--- src/pkg/cal_loader_pkg.sv ---
package cal_loader_pkg;
  // Flash geometry
  localparam int          FLASH_AW       = 11;
  localparam int          PAGE_BYTES     = 512;
  localparam int          NUM_PAGES      = 4;
  // Table bases and fixed word locations
  localparam logic [10:0] OFFSET_TBL_BASE = 11'h000;
  localparam logic [10:0] OFFSET_TBL_LAST = 11'h15f;
  localparam logic [10:0] SPAN_TBL_BASE   = 11'h200;
  localparam logic [10:0] SETUP_A_ADDR    = 11'h160;
  localparam logic [10:0] SETUP_B_ADDR    = 11'h162;
  localparam logic [10:0] OFS_DRIFT_ADDR  = 11'h166;
  localparam logic [10:0] SPAN_DRIFT_ADDR = 11'h16a;
  localparam logic [10:0] PWRUP_ADDR      = 11'h16c;
  localparam logic [10:0] RESERVED_LO     = 11'h400;
  localparam logic [10:0] RESERVED_HI     = 11'h401;
  localparam logic [7:0]  ERASED_BYTE     = 8'hff;
  // Index clamp limits
  localparam logic [7:0]  INDEX_MIN       = 8'h00;
  localparam logic [7:0]  INDEX_MAX       = 8'haf;
  // Holding register slots
  localparam logic [2:0]  SLOT_OFFSET     = 3'h0;
  localparam logic [2:0]  SLOT_SPAN       = 3'h1;
  localparam logic [2:0]  SLOT_OFS_DRIFT  = 3'h2;
  localparam logic [2:0]  SLOT_SPAN_DRIFT = 3'h3;
  localparam logic [2:0]  SLOT_SETUP_A    = 3'h4;
  localparam logic [2:0]  SLOT_SETUP_B    = 3'h5;
  localparam int          NUM_SLOTS       = 6;
  // Setup word b fields
  localparam int          FAULT_EN_BIT    = 6;
  localparam int          REFRESH_LSB     = 0;
  localparam int          REFRESH_W       = 2;
  localparam logic [15:0] SETUP_RESET     = 16'h0000;
  // Timing
  localparam int          CLK_MHZ         = 100;
  localparam int          REFRESH_US      = 4000;
  localparam int          REFRESH_CYC     = REFRESH_US * CLK_MHZ;
  localparam int          LISTEN_US       = 2000;
  localparam int          LISTEN_CYC      = LISTEN_US * CLK_MHZ;
  // Fault thresholds in percent of bridge drive
  localparam int          FAULT_LO_PCT    = 20;
  localparam int          FAULT_HI_PCT    = 80;
  localparam int          PCT_FULL        = 100;
  // Fault clip code on the output path
  localparam logic [15:0] CLIP_LEVEL      = 16'h0100;
endpackage : cal_loader_pkg

--- src/rtl/index_clamp.sv ---
`timescale 1ns/1ps
// Clamps raw temperature code and forms a table fetch address
module index_clamp
  import cal_loader_pkg::*;
(
  input  wire logic [7:0]  raw_code,
  input  wire logic [10:0] table_base,
  output logic      [7:0]  clamped,
  output logic      [10:0] fetch_addr
);
  // Codes above the top use the last entry; bottom is code zero
  always_comb begin
    if (raw_code > INDEX_MAX) begin
      clamped = INDEX_MAX;
    end else begin
      clamped = raw_code;
    end
    fetch_addr = table_base + {2'b00, clamped, 1'b0};
  end
endmodule : index_clamp

--- src/rtl/fault_detect.sv ---
`timescale 1ns/1ps
// Window comparator on both sensor inputs against bridge drive
module fault_detect
  import cal_loader_pkg::*;
#(
  parameter int W = 12
) (
  input  wire logic [W-1:0] in_pos,
  input  wire logic [W-1:0] in_neg,
  input  wire logic [W-1:0] bridge_drive_voltage,
  input  wire logic         enable,
  output logic              fault
);
  logic [W+7:0] lo_lim, hi_lim, pos_s, neg_s;
  // Scale by 100 to compare percents without division
  always_comb begin
    lo_lim = (W+8)'(bridge_drive_voltage) * (W+8)'(FAULT_LO_PCT);
    hi_lim = (W+8)'(bridge_drive_voltage) * (W+8)'(FAULT_HI_PCT);
    pos_s  = (W+8)'(in_pos) * (W+8)'(PCT_FULL);
    neg_s  = (W+8)'(in_neg) * (W+8)'(PCT_FULL);
    fault  = enable && ((pos_s < lo_lim) || (pos_s > hi_lim) ||
                        (neg_s < lo_lim) || (neg_s > hi_lim));
  end
endmodule : fault_detect

--- src/rtl/temp_indexed_calibration_loader.sv ---
`timescale 1ns/1ps
module temp_indexed_calibration_loader
  import cal_loader_pkg::*;
#(
  parameter int AW          = 12,
  parameter int LISTEN_CYCS = LISTEN_CYC,
  parameter int REFRESH_CYCS = REFRESH_CYC
) (
  input  wire logic                mclk,
  input  wire logic                reset,
  // Flash read port, data in the same cycle as the address
  output logic [FLASH_AW-1:0]      flash_addr,
  output logic                     flash_rd,
  input  wire logic [7:0]          flash_data,
  // Temperature converter
  output logic                     temp_convert,
  input  wire logic [7:0]          temp_code,
  // Serial side
  input  wire logic                serial_activity,
  input  wire logic                serial_wr,
  input  wire logic [2:0]          serial_slot,
  input  wire logic [15:0]         serial_data,
  input  wire logic                go_analog,
  // Sensor inputs and drive, from the analog front end
  input  wire logic [AW-1:0]       in_pos,
  input  wire logic [AW-1:0]       in_neg,
  input  wire logic [AW-1:0]       bridge_drive_voltage,
  input  wire logic [15:0]         conditioned_signal,
  // Results
  output logic [15:0]              offset_trim_value,
  output logic [15:0]              span_trim_value,
  output logic [15:0]              offset_drift_coefficient,
  output logic [15:0]              span_drift_coefficient,
  output logic [15:0]              setup_word_a,
  output logic [15:0]              setup_word_b,
  output logic [7:0]               temperature_table_index,
  output logic                     analog_mode,
  output logic                     sensor_fault,
  output logic [15:0]              shared_output_pin
);

  typedef enum logic [2:0] {
    ST_LISTEN = 3'b000,
    ST_CAL    = 3'b001,
    ST_CONV   = 3'b011,
    ST_LO     = 3'b010,
    ST_HI     = 3'b110,
    ST_IDLE   = 3'b111
  } state_e;

  state_e         state_r;
  logic [31:0]    listen_cnt_r;
  logic [31:0]    refresh_cnt_r;
  logic [2:0]     slot_r;
  logic           full_load_r;
  logic [7:0]     low_byte_r;
  logic [15:0]    hold_r [NUM_SLOTS];
  logic [7:0]     clamped;
  logic [10:0]    ofs_addr, span_addr;
  logic [10:0]    word_addr;
  logic           fault_raw;
  logic [31:0]    period_cyc;
  logic           refresh_due;
  logic           word_done;
  logic [7:0]     index_nxt;
  logic [2:0]     slot_nxt;

  // Next slot and index, so the address flop leads the fetch by a cycle
  always_comb begin
    index_nxt = (state_r == ST_CONV) ? temp_code : temperature_table_index;
    case (state_r)
      ST_CONV: slot_nxt = full_load_r ? SLOT_SETUP_B : SLOT_SPAN;
      ST_HI:   slot_nxt = slot_r - 3'd1;
      default: slot_nxt = slot_r;
    endcase
  end

  // Index to address, one instance per table
  index_clamp u_ofs (
    .raw_code   (index_nxt),
    .table_base (OFFSET_TBL_BASE),
    .clamped    (clamped),
    .fetch_addr (ofs_addr)
  );
  index_clamp u_span (
    .raw_code   (index_nxt),
    .table_base (SPAN_TBL_BASE),
    .clamped    (),
    .fetch_addr (span_addr)
  );

  fault_detect #(.W(AW)) u_fault (
    .in_pos               (in_pos),
    .in_neg               (in_neg),
    .bridge_drive_voltage (bridge_drive_voltage),
    .enable               (hold_r[SLOT_SETUP_B][FAULT_EN_BIT]),
    .fault                (fault_raw)
  );

  // Word location for the slot fetched next
  always_comb begin
    case (slot_nxt)
      SLOT_OFFSET:     word_addr = ofs_addr;
      SLOT_SPAN:       word_addr = span_addr;
      SLOT_OFS_DRIFT:  word_addr = OFS_DRIFT_ADDR;
      SLOT_SPAN_DRIFT: word_addr = SPAN_DRIFT_ADDR;
      SLOT_SETUP_A:    word_addr = SETUP_A_ADDR;
      SLOT_SETUP_B:    word_addr = SETUP_B_ADDR;
      default:         word_addr = OFFSET_TBL_BASE;
    endcase
  end

  // Refresh period scales the nominal 4 ms by setup b field
  always_comb begin
    period_cyc  = REFRESH_CYCS <<
                  hold_r[SLOT_SETUP_B][REFRESH_LSB +: REFRESH_W];
    refresh_due = (refresh_cnt_r + 32'd1 >= period_cyc);
    word_done   = (state_r == ST_HI);
  end

  // Listening window after reset
  always_ff @(posedge mclk) begin
    if (reset) begin
      listen_cnt_r <= '0;
    end else if (state_r == ST_LISTEN) begin
      listen_cnt_r <= listen_cnt_r + 32'd1;
    end
  end

  // Refresh timer, only counts in analog idle
  always_ff @(posedge mclk) begin
    if (reset || state_r != ST_IDLE || refresh_due) begin
      refresh_cnt_r <= '0;
    end else begin
      refresh_cnt_r <= refresh_cnt_r + 32'd1;
    end
  end

  // Load sequencer
  always_ff @(posedge mclk) begin
    if (reset) begin
      state_r     <= ST_LISTEN;
      slot_r      <= SLOT_OFFSET;
      full_load_r <= 1'b0;
    end else begin
      case (state_r)
        ST_LISTEN: begin
          if (serial_activity) begin
            state_r <= ST_CAL;
          end else if (listen_cnt_r + 32'd1 >= 32'(LISTEN_CYCS)) begin
            state_r     <= ST_CONV;
            full_load_r <= 1'b1;
          end
        end
        ST_CAL: begin
          if (go_analog) begin
            state_r     <= ST_CONV;
            full_load_r <= 1'b1;
          end
        end
        ST_CONV: begin
          slot_r  <= slot_nxt;
          state_r <= ST_LO;
        end
        ST_LO: state_r <= ST_HI;
        ST_HI: begin
          if (slot_r == SLOT_OFFSET) begin
            state_r     <= ST_IDLE;
            full_load_r <= 1'b0;
          end else begin
            slot_r  <= slot_r - 3'd1;
            state_r <= ST_LO;
          end
        end
        ST_IDLE: begin
          if (refresh_due) begin
            state_r <= ST_CONV;
          end
        end
        default: state_r <= ST_LISTEN;
      endcase
    end
  end

  // Flash address drive, low byte at even then high at odd
  // Eleven address bits span the whole 2K array
  always_ff @(posedge mclk) begin
    if (reset) begin
      flash_addr <= '0;
      flash_rd   <= 1'b0;
    end else if (state_r == ST_CONV ||
                 (state_r == ST_HI && slot_r != SLOT_OFFSET)) begin
      flash_rd   <= 1'b1;
      flash_addr <= word_addr; // Even byte of next word
    end else if (state_r == ST_LO) begin
      flash_rd   <= 1'b1;
      flash_addr <= word_addr | 11'h001;
    end else begin
      flash_rd   <= 1'b0;
      flash_addr <= flash_addr;
    end
  end

  // Index capture; converter strobe rises with the first fetch, on the same edge as capture
  always_ff @(posedge mclk) begin
    if (reset) begin
      temperature_table_index <= INDEX_MIN;
      temp_convert            <= 1'b0;
    end else begin
      temp_convert <= (state_r == ST_CONV);
      if (state_r == ST_CONV) begin
        temperature_table_index <= temp_code;
      end
    end
  end

  // Byte pairing: low stored, register written with high byte
  always_ff @(posedge mclk) begin
    if (reset) begin
      low_byte_r <= 8'h00;
    end else if (state_r == ST_LO) begin
      low_byte_r <= flash_data;
    end
  end

  // Holding registers; serial writes only in calibration mode
  always_ff @(posedge mclk) begin
    if (reset) begin
      for (int i = 0; i < NUM_SLOTS; i++) begin
        hold_r[i] <= SETUP_RESET;
      end
    end else if (word_done) begin
      hold_r[slot_r] <= {flash_data, low_byte_r};
    end else if (state_r == ST_CAL && serial_wr &&
                 serial_slot < 3'(NUM_SLOTS)) begin
      hold_r[serial_slot] <= serial_data;
    end
  end

  // Registered views of holding registers
  always_ff @(posedge mclk) begin
    if (reset) begin
      offset_trim_value        <= SETUP_RESET;
      span_trim_value          <= SETUP_RESET;
      offset_drift_coefficient <= SETUP_RESET;
      span_drift_coefficient   <= SETUP_RESET;
      setup_word_a             <= SETUP_RESET;
      setup_word_b             <= SETUP_RESET;
      analog_mode              <= 1'b0;
    end else begin
      offset_trim_value        <= hold_r[SLOT_OFFSET];
      span_trim_value          <= hold_r[SLOT_SPAN];
      offset_drift_coefficient <= hold_r[SLOT_OFS_DRIFT];
      span_drift_coefficient   <= hold_r[SLOT_SPAN_DRIFT];
      setup_word_a             <= hold_r[SLOT_SETUP_A];
      setup_word_b             <= hold_r[SLOT_SETUP_B];
      analog_mode              <= state_r != ST_LISTEN &&
                                  state_r != ST_CAL;
    end
  end

  // Fault clip overrides the signal only in analog mode
  always_ff @(posedge mclk) begin
    if (reset) begin
      sensor_fault      <= 1'b0;
      shared_output_pin <= 16'h0000;
    end else begin
      sensor_fault <= fault_raw;
      if (analog_mode && fault_raw) begin
        shared_output_pin <= CLIP_LEVEL;
      end else begin
        shared_output_pin <= conditioned_signal;
      end
    end
  end

  // Checks
  chk_index_clamped: assert property (@(posedge mclk) disable iff (reset)
    state_r == ST_LO |-> clamped <= INDEX_MAX)
    else $error("index above clamp");
  chk_listen_to_cal: assert property (@(posedge mclk) disable iff (reset)
    state_r == ST_LISTEN && serial_activity |=> state_r == ST_CAL)
    else $error("traffic did not hold calibration mode");
  chk_analog_loads: assert property (@(posedge mclk) disable iff (reset)
    state_r == ST_CAL && go_analog |=> state_r == ST_CONV ##1
    slot_r == SLOT_SETUP_B)
    else $error("switch to analog did not reload");
  chk_pair_update: assert property (@(posedge mclk) disable iff (reset)
    state_r == ST_LO |=> state_r == ST_HI ##1
    hold_r[$past(slot_r)] == {$past(flash_data), $past(low_byte_r)})
    else $error("word not assembled from two bytes");
  chk_fault_clip: assert property (@(posedge mclk) disable iff (reset)
    analog_mode && fault_raw |=> shared_output_pin == CLIP_LEVEL)
    else $error("fault did not clip output");
  chk_fault_gate: assert property (@(posedge mclk) disable iff (reset)
    !hold_r[SLOT_SETUP_B][FAULT_EN_BIT] |=> !sensor_fault)
    else $error("fault raised while disabled");
  chk_refresh_go: assert property (@(posedge mclk) disable iff (reset)
    state_r == ST_IDLE && refresh_due |=> state_r == ST_CONV ##1
    temp_convert)
    else $error("refresh did not restart conversion");
  chk_ofs_addr: assert property (@(posedge mclk) disable iff (reset)
    ofs_addr <= OFFSET_TBL_LAST - 11'h001)
    else $error("offset fetch beyond table");
  chk_no_serial_analog: assert property (@(posedge mclk)
    disable iff (reset)
    state_r == ST_IDLE && serial_wr |=> $stable(hold_r[serial_slot]))
    else $error("serial write in analog mode");
  chk_even_then_odd: assert property (@(posedge mclk) disable iff (reset)
    state_r == ST_LO |-> !flash_addr[0] ##1 flash_addr[0])
    else $error("word bytes fetched out of order");
  chk_refresh_span: assert property (@(posedge mclk) disable iff (reset)
    state_r == ST_CONV && !full_load_r |=> slot_r == SLOT_SPAN)
    else $error("refresh skipped span word");
  chk_listen_expiry: assert property (@(posedge mclk) disable iff (reset)
    state_r == ST_LISTEN && !serial_activity &&
    listen_cnt_r + 32'd1 >= 32'(LISTEN_CYCS) |=> state_r == ST_CONV)
    else $error("listen window did not expire");
  cov_cal_entry: cover property (@(posedge mclk) state_r == ST_CAL);
  cov_full_load: cover property (@(posedge mclk)
    full_load_r && word_done && slot_r == SLOT_OFFSET);
  cov_refresh:   cover property (@(posedge mclk)
    !full_load_r && word_done && slot_r == SLOT_OFFSET);
  cov_clip:      cover property (@(posedge mclk)
    shared_output_pin == CLIP_LEVEL && analog_mode);
endmodule : temp_indexed_calibration_loader

--- config.mk ---
export PLATFORM = sky130hd
export DESIGN_NAME = temp_indexed_calibration_loader
export DESIGN_NICKNAME = d
export VERILOG_FILES = /design/src/pkg/cal_loader_pkg.sv /design/src/rtl/index_clamp.sv /design/src/rtl/fault_detect.sv /design/src/rtl/temp_indexed_calibration_loader.sv
export SDC_FILE = /design/constraint.sdc
export NUM_CORES = 1
export LEC_CHECK = 0
export BUFFER_PORTS_ARGS = -buffer_cell sky130_fd_sc_hd__buf_2
export CAP_MARGIN = 20
export CELL_PAD_IN_SITES_DETAIL_PLACEMENT = 0
export CELL_PAD_IN_SITES_GLOBAL_PLACEMENT = 1
export CORE_ASPECT_RATIO = 1.4
export CORE_MARGIN = 5
export CORE_UTILIZATION = 45
export CTS_BUF_LIST = sky130_fd_sc_hd__clkbuf_16
export DETAILED_ROUTE_END_ITERATION = 16
export PLACE_DENSITY_LB_ADDON = 0.1
export SYNTH_ARGS = -nofsm -noshare
export SYNTH_HDL_FRONTEND = slang
export SYNTH_SLANG_ARGS = --single-unit
--- constraint.sdc ---
create_clock -name mclk -period 7.9 [get_ports mclk]
set_input_delay 1.58 -clock mclk [delete_from_list [all_inputs] [get_ports mclk]]
set_output_delay 1.58 -clock mclk [all_outputs]
set_load 0.1 [all_outputs]
==> results of run 1 <==
## metrics by stage
stage,area [µm²],util
after floorplan,16230,-
after global placement,17720,0.4962
after detailed placement,17720,0.4964
after CTS,18770,0.5256
after global routing,18770,0.5256
final,18770,0.5256
## registers in the layout (all words and copies together) (netlist names)
signal,flops
flash_rd,1
state_r,3
flash_addr,10
slot_r,3
offset_drift_coefficient,16
refresh_cnt_r,32
sensor_fault,1
span_drift_coefficient,16
listen_cnt_r,32
analog_mode,1
hold_r,96
span_trim_value,16
full_load_r,1
low_byte_r,8
setup_word_a,16
setup_word_b,16
shared_output_pin,16
temperature_table_index,8
temp_convert,1
offset_trim_value,16
## final cells by class
class                   instances  area share
clock buffers                  34     0.04534
inverters                     113     0.02260
well taps                     462     0.03080
repair buffers                232     0.06294
flip-flops and latches        309      0.3808
clock inverters                22     0.01020
multi-input cells            1164      0.4473
## logic make-up (layout without fill, tap and decap cells)
kind of cell / after synthesis / after routing
xor+xnor: 87 / 87
buf+inv: 174 / 401
other cells: 1 / 11
simple gates: 596 / 596
compound gates: 247 / 247
fa+ha+maj: 201 / 201
mux: 22 / 22
flops: 309 / 309
## synth_stat cells, drive strengths merged, types with 4 or more instances
cell type | number | area (µm²)
o21a | 8 | 60.06
dfxtp | 213 | 4264
a22oi | 17 | 127.6
and3 | 25 | 156.4
o211ai | 8 | 60.06
nand3 | 63 | 320.3
xnor2 | 42 | 367.9
o41ai | 16 | 140.1
ha | 186 | 2327
a211oi | 11 | 87.58
nand2 | 70 | 262.8
buf | 19 | 120.1
a211o | 4 | 35.03
o21bai | 6 | 45.04
o21ai | 43 | 215.2
fa | 15 | 300.3
a21oi | 66 | 330.3
inv | 113 | 424.2
mux2i | 22 | 220.2
o31ai | 4 | 35.03
nor2b | 120 | 750.7
nor4 | 10 | 77.57
nand2b | 8 | 50.05
and2 | 11 | 70.07
a31oi | 11 | 68.82
clkbuf | 42 | 158.9
a21o | 21 | 158.9
nor3 | 25 | 130.1
and4 | 9 | 78.83
nor2 | 189 | 711.9
xor2 | 45 | 394.1
nand4 | 33 | 206.5
edfxtp | 96 | 2883
or3 | 12 | 75.07
nor3b | 4 | 30.03
## per-layer routing
metal  up-vias  track usage
met4         2      0.06442
met1      5749       0.2216
met2       282       0.3705
met3        67      0.02889
li1       6155            -
met5         -            0
## worst max-delay path: stages
cell and delay (ns):
buf_2 0.13, ha_1 0.30, ha_1 0.28, inv_1 0.05, fa_1 0.50, inv_1 0.04
ha_1 0.34, and3_1 0.20, a2111o_1 0.46, a211oi_2 0.30, nor2_1 0.08, xor2_1 0.25
ha_1 0.31, a21o_1 0.17, a21o_1 0.17, a21oi_1 0.18, o311a_1 0.19, nor2_1 0.07
a21o_1 0.38, o41a_2 0.53
## worst max-delay path by stage
stage | start | endpoint | slack [ns] | depth (start not counted)
2_1_floorplan | in_neg[5] | shared_output_pin[10] | 1.87 | 21
3_3_place_gp | in_neg[5] | shared_output_pin[8] | 1.37 | 20
3_5_place_dp | in_neg[5] | shared_output_pin[8] | 1.28 | 20
4_1_cts | in_neg[5] | shared_output_pin[8] | 1.86 | 20
5_1_grt | in_neg[5] | shared_output_pin[2] | 1.52 | 20
6_report | in_neg[5] | shared_output_pin[8] | 1.83 | 20
## power by group
group	switching (mW)	total, mW	internal (mW)
sequential	0.0599	1.80	1.74
combinational	1.16	1.67	0.514
clock	0.620	1.49	0.872
==> metrics.md, run 1 <==
| Metric | Value |
|---|---|
| Status | complete, no violations |
| GRT Util Overall | 0.1950 |
| Mux cell area share after synthesis | 0.01360 |
| Cell Area, Synth | 0.01620 mm² |
| Antenna-violating nets left | 0 |
| Die Ht | 234.5 µm |
| Met2 WL | ~21000 µm |
| FF-to-FF setup slack | 3.64 ns |
| Crit end category | register |
| Rel. slew slack | 0.2059 |
| Hold-fix buffers, CTS | 0 |
| Kind of critical path | input pin to register |
| Final #Nets | 2143 |
| Clock sinks | 309 |
| Final min period | about 6 ns |
| Sequential area share after synthesis | 0.4413 |
| Simple-gate area share of the yosys netlist | 0.1893 |
| R2r endpoint | refresh_cnt_r[13] |
| Final hold violation count | 0 |
| Final wirelength | 40290 µm |
| Syn Area/Cell | 9.894 µm² |
| Vias per Instance | roughly 5.2 |
| Share of post-route cells with drive strength above 1 | 0.1601 |
| Yosys cell types | 81 |
| Final std cells w/o fill | around 2300 |
| Post-detail-place hpwl | 31360 µm |
| Most frequent cells in the layout | buf_2 (224), dfxtp_1 (213), nor2_1 (188), ha_1 (186) |
| TritonRoute pass-1 iters | 5 |
| Setup WS post-layout | between 1.5 and 2 ns |
| Synthesis-to-layout area growth | 15.87% |
| PD cells | 264.7 mW/mm² |
| EDFF count, synth | between 90 and 100 |
| Post-Place Cells | 2280 |
| CTS clk-pin slew, worst paths | approximately 0.07 ns |
| Post-CTS Setup Inserts | 0 |
| Total core area | 0.03570 mm² |
| Critical Path RT | 8.34 ns |
| Synth Area in Compound Gates | 0.1030 |
| Post-route DRC | 0 |
| Uppermost layer routed | met5 |
| Most common cell after layout, fill and taps aside | buf_2 |
| CTS tree | built |
| Vias | 12260 |
| Met3 Routed Length | 2128 µm |
| Hold path endpoint | span_drift_coefficient[13] |
| Sequential Area | a little over 0.007 mm² |
| Total power | 4.967 mW |
| Largest net degree at the start of global routing | 91 |
| Max Cap Viol | 0 |
| Fill count | 3344 |
| Htree depth | 1 |
| Synth Flop Type | dfxtp_1 |
| Io pins | around 230 |
| Global-route wire length before repair | ~63000 µm |
| Post-Synthesis Cells | 1637 |
| Warnings from Yosys | 0 |
| Max IR drop VDD | 0.1741 mV |
| Clk_lat worst skew | 0.56 ns |
| RSZ-0062 raised after global routing | no |
| CTS Root Cell | clkbuf_16 |
| Routability congestion estimate | 0.8050 |
| WHS Path Cells | 1 |
| Starting Density | 0.4536 |
| HP Start | hold_r[3][13] |
| Clock buffer depth | 3 |
| WL/cell | 17.25 µm |
| WP data arrival | ~6.5 ns |
| Synth Area in XOR/XNOR | 0.04705 |
| CP max FO | 17 |
| Iter 0 DRT Violations | 529 |
| F_max | 164.7 MHz |
| Port Buffers | 225 |
| Static leakage | roughly 8.5 nW |
| Main combinational cell family by area after synthesis | simple AND/OR/NAND/NOR gates |
| Clk_skew | 0.01342 ns |
| Reg2Reg Depth | 13 |
| TritonCTS buffer count | 30 |
| Post-CTS sizing | 0 |
| Met1 WL | 16130 µm |
| #FFs+latches synth | 309 |
| Final critical-path share of the clock period | 0.7686 |
| Critical Path Source Type | input pin |
| Hold WS | 0.4465 ns |
| Setup TNS | 0 ns |
| Worst-Margin Slew | 1.191 ns |
| Site Rows | 82 |
| # diodes | 0 |
| Vias in the first global route | 12020 |
| Total die area | 0.03994 mm² |
| Worst slack, placed | approximately 1.3 ns |
| R2R Path Start | refresh_cnt_r[0] |
| # setup viols final | 0 |
| Total grt overflow | 0 |
| Die Span X | roughly 170 µm |
| Worst hold path class | register to register |
| Multi-input logic area | 0.008394 mm² |
| Synth Area in Adders | 0.1622 |
| Async SR Flop Fraction | 0 |
| Max Slew Vio Count | 0 |
| Initial antenna violation count | 1 |
No activity file was read; power rests on OpenSTA's default activity.
==> inputs of run 2 (changes only) <==
ABC_AREA = 1   (was unset)
CORE_UTILIZATION = 39   (was 45)
clock period = 5.3 ns   (was 7.9 ns; I/O delays follow)
==> run 2 against run 1 <==
Net effect:
- clock power rose by 50%
- sequential power grew 61%
- register-to-register slack got worse by 2.2 ns
- routed wire length rose by 11%
- cell area is 5.0% higher
- worst setup slack lost 1.1 ns
- critical path type unchanged
- hold slack worse by 0.0028 ns
- final cell count is 25% higher
- sequential share of layout area down 1.8 points
- area after synthesis rose by 4.2%
- clock skew rose by 0.0028 ns
- via count up 12%
==> metrics.md, run 2 <==
| Metric | Value |
|---|---|
| Area contributors post-synth | dfxtp_1 (25%), edfxtp_1 (17%), ha_1 (14%) |
| Setup TNS | 0 ns (unchanged) |
| #FFs+latches synth | 309 (unchanged) |
| Main combinational cell family by area after synthesis | simple AND/OR/NAND/NOR gates |
| Global-route wire length before repair | 72140 µm (+15%) |
| Most common cell after layout, fill and taps aside | inv_1 |
| Max IR drop VDD | 0.2323 mV (+33%) |
| Post-route DRC | 0 (unchanged) |
| Int Pwr | 4.923 mW (+57%) |
| Site Rows | 90 (+9.8%) |
| Routability congestion estimate | 0.8422 (+4.6%) |
| TritonCTS buffer count | 31 (+3.3%) |
| Cell Area, Synth | 0.01687 mm² (+4.2%) |
| WL/cell | 15.33 µm (-11%) |
| Placed Area | 0.01867 mm² (+5.3%) |
| Iter 0 DRT Violations | 611 (+16%) |
| Flop pwr share | 0.349 (-0.014) |
| Layout Utilization | 0.4581 (-0.06747) |
| Most frequent cell after synthesis | inv_1 |
| Antenna-violating nets left | 0 (unchanged) |
| Port Buffers | 225 (unchanged) |
| PD cells | 419.5 mW/mm² (+58%) |
| Crit end category | register |
| Vias per Instance | 4.682 (-11%) |
| Share of post-route cells with drive strength above 1 | 0.1371 (-0.02301) |
| # setup viols final | 0 (unchanged) |
| CTS tree | built |
| Clock sinks | 309 (unchanged) |
| Post-route cell area | 0.01971 mm² (+5.0%) |
| Switching Fraction | 0.4045 (+0.03428) |
| Worst-Margin Slew | 0.8366 ns (-0.3545 ns) |
| Mux cell area share after synthesis | 0.003560 (-0.01004) |
| Vias in the first global route | 13870 (+15%) |
| Yosys cell types | 53 (-35%) |
| Clk_lat worst skew | 0.57 ns (about the same) |
| Static leakage | 9.786 nW (+15%) |
| Die Ht | 256.1 µm (+9.2%) |
| Biggest register | hold_r |
| NetSw | 3.344 mW (+82%) |
| Yosys top cell area share | 0.2527 (-0.01052) |
| Synthesis-to-layout area growth | 16.81% |
| Async SR Flop Fraction | 0 (unchanged) |
| Kind of critical path | input pin to register |
| Rel. slew slack | 0.4402 (+0.2343) |
| Biggest registers after layout | hold_r (96), listen_cnt_r (32), refresh_cnt_r (32) |
| Simple-gate area share of the yosys netlist | 0.2170 (+0.02774) |
| Final std cells w/o fill | 2924 (+25%) |
| Syn Area/Cell | 8.011 µm² (-19%) |
| Final #Nets | 2640 (+23%) |
| Hold-fix buffers, CTS | 0 (unchanged) |
| EDFF count, synth | 96 (unchanged) |
| Post-Synthesis Cells | 2106 (+29%) |
| Vias | 13690 (+12%) |
| Htree depth | 1 (unchanged) |
| Max Slew Vio Count | 0 (unchanged) |
| TritonRoute pass-1 iters | 5 (unchanged) |
| Max Cap Viol | 0 (unchanged) |
| Max FFs per register | 96 (unchanged) |
| Final hold violation count | 0 (unchanged) |
| Final wirelength | 44810 µm (+11%) |
| Worst hold path class | register to register |
| Starting Density | 0.3922 (-0.06143) |
| Warnings from Yosys | 0 (unchanged) |
| Synth Area in Compound Gates | 0.07357 (-0.02941) |
| Initial antenna violation count | 4 (+3) |
| Post-synth top area cell | dfxtp_1 |
| Total grt overflow | 0 (unchanged) |
| Total core area | 0.04302 mm² (+20%) |
| Synth Area in Adders | 0.1557 (-0.006485) |
| Clk_skew | 0.01626 ns (+0.002840 ns) |
| CP max FO | 14 (-3) |
| WP data arrival | 5.04 ns (-1.47 ns) |
| Synth Area in XOR/XNOR | 0.02648 (-0.02057) |
| Total power | 8.267 mW (+66%) |
| Most frequent cells in the layout | inv_1 (403), nor2_1 (358), nand2_1 (353), buf_2 (224), dfxtp_1 (213) |
| Post-CTS Setup Inserts | 0 (unchanged) |
| Synth Flop Type | dfxtp_1 |
| Clk pwr share | 0.270 (-0.030) |
| Critical Path RT | 5.76 ns (-2.58 ns) |
| Post-detail-place hpwl | 35750 µm (+14%) |
| Io pins | 227 (unchanged) |
| Final critical-path share of the clock period | 0.8650 |
| Post-Place Cells | 2866 (+26%) |
| RSZ-0062 raised after global routing | no |
| Fill count | 4359 (+30%) |
| Sequential Area | 0.007147 mm² (unchanged) |
| Synth cell count leaders | inv_1 (395), nor2_1 (359), nand2_1 (353) |
| Die Span X | 185.8 µm (+9.1%) |
| GRT Util Overall | 0.1872 (-0.007722) |
| CTS clk-pin slew, worst paths | 0.06 ns (about the same) |
| Clock buffer depth | 3 (unchanged) |
| F_max | 218.1 MHz |
| Critical Path Source Type | input pin |
| Comb pwr share | 0.381 (+0.044) |
| CTS Root Cell | clkbuf_16 |
| Status | complete, no violations |
| Final min period | 4.584 ns |
| Sequential area share after synthesis | 0.4236 (-0.01764) |
| Multi-input logic area | 0.008087 mm² (-3.7%) |
| Total die area | 0.04758 mm² (+19%) |
| Largest net degree at the start of global routing | 74 (-19%) |
| Post-CTS sizing | 0 (unchanged) |
run 2: changes by cell type after synthesis, sizes merged, moves of 20 or more:
cell   delta
a21oi    +29
xnor2    -28
nor2b   -118
inv     +288
o22ai    +20
and3     -24
nor2    +187
nand2   +289
run 2: cell families (layout without fill, tap and decap cells):
kind of cell / Yosys count / after routing
AOI/OAI and AO/OA: 217 / 217
xor gates and xnor gates: 51 / 51
adders and majority gates: 201 / 201
buffers and inverters: 441 / 696
DFF: 309 / 309
muxes: 6 / 6
other: 1 / 12
and+or+nand+nor: 880 / 880
run 2: routing by layer:
layer / vias up / GRT usage / wire, µm
li1: 7138 / - / -
met1: 6205 / 0.2158 / 18050
met2: 285 / 0.3544 / 23360
met3: 59 / 0.02587 / 2210
met4: 2 / 0.05245 / 1186
met5: - / 0 / 13
run 2: layout make-up:
cell class | count | area share
flip-flops and latches | 309 | 0.3626
clock buffers | 32 | 0.04063
inverters | 402 | 0.07663
multi-input cells | 1366 | 0.4103
well taps | 552 | 0.03505
clock inverters | 25 | 0.01213
diodes | 1 | 0.0001270
repair buffers | 237 | 0.06247
run 2: power by group through the flow:
stage                     combinational, mW  sequential [mW]  clock (mW)
after global routing                   3.55             2.92        2.40
final                                  3.15             2.89        2.23
after global placement                 3.14             2.93           0
after floorplan                        1.75             3.59           0
after detailed placement               3.18             2.94           0
after CTS                              3.20             2.89        2.29
run 2: metrics by stage:
stage	hold slack (ns)	setup slack [ns]
2_1_floorplan	0.4251	0.5762
3_3_place_gp	0.4291	0.1863
3_5_place_dp	0.4354	0.08545
4_1_cts	0.4466	0.6907
5_1_grt	0.4652	0.3099
6_report	0.4437	0.7155
run 2: final timing paths:
kind / startpoint / endpoint / slack [ns] / cells after the start
max: in_pos[2] / shared_output_pin[1] / 0.72 / 26
min: hold_r[1][0] / span_trim_value[0] / 0.44 / 2
max reg2reg: refresh_cnt_r[13] / refresh_cnt_r[3] / 1.43 / 21
min reg2reg: hold_r[1][0] / span_trim_value[0] / 0.44 / 2
run 2: worst max-delay path: stages:
cell and delay (ns):
buf_2 0.13, ha_1 0.29, ha_1 0.32, fa_1 0.48
ha_1 0.36, a21oi_1 0.14, nand2_1 0.12, nand3_1 0.09
nand2_1 0.08, nand3_1 0.08, nand2_1 0.08, a31oi_1 0.20
xnor2_1 0.14, ha_1 0.30, nand3_1 0.09, nor3_1 0.19
nand2_1 0.08, o211ai_1 0.08, nand2_1 0.10, nand2_1 0.06
inv_1 0.03, nand3_1 0.09, nand2_1 0.09, nand2_1 0.13
buf_12 0.17, nor2_1 0.05
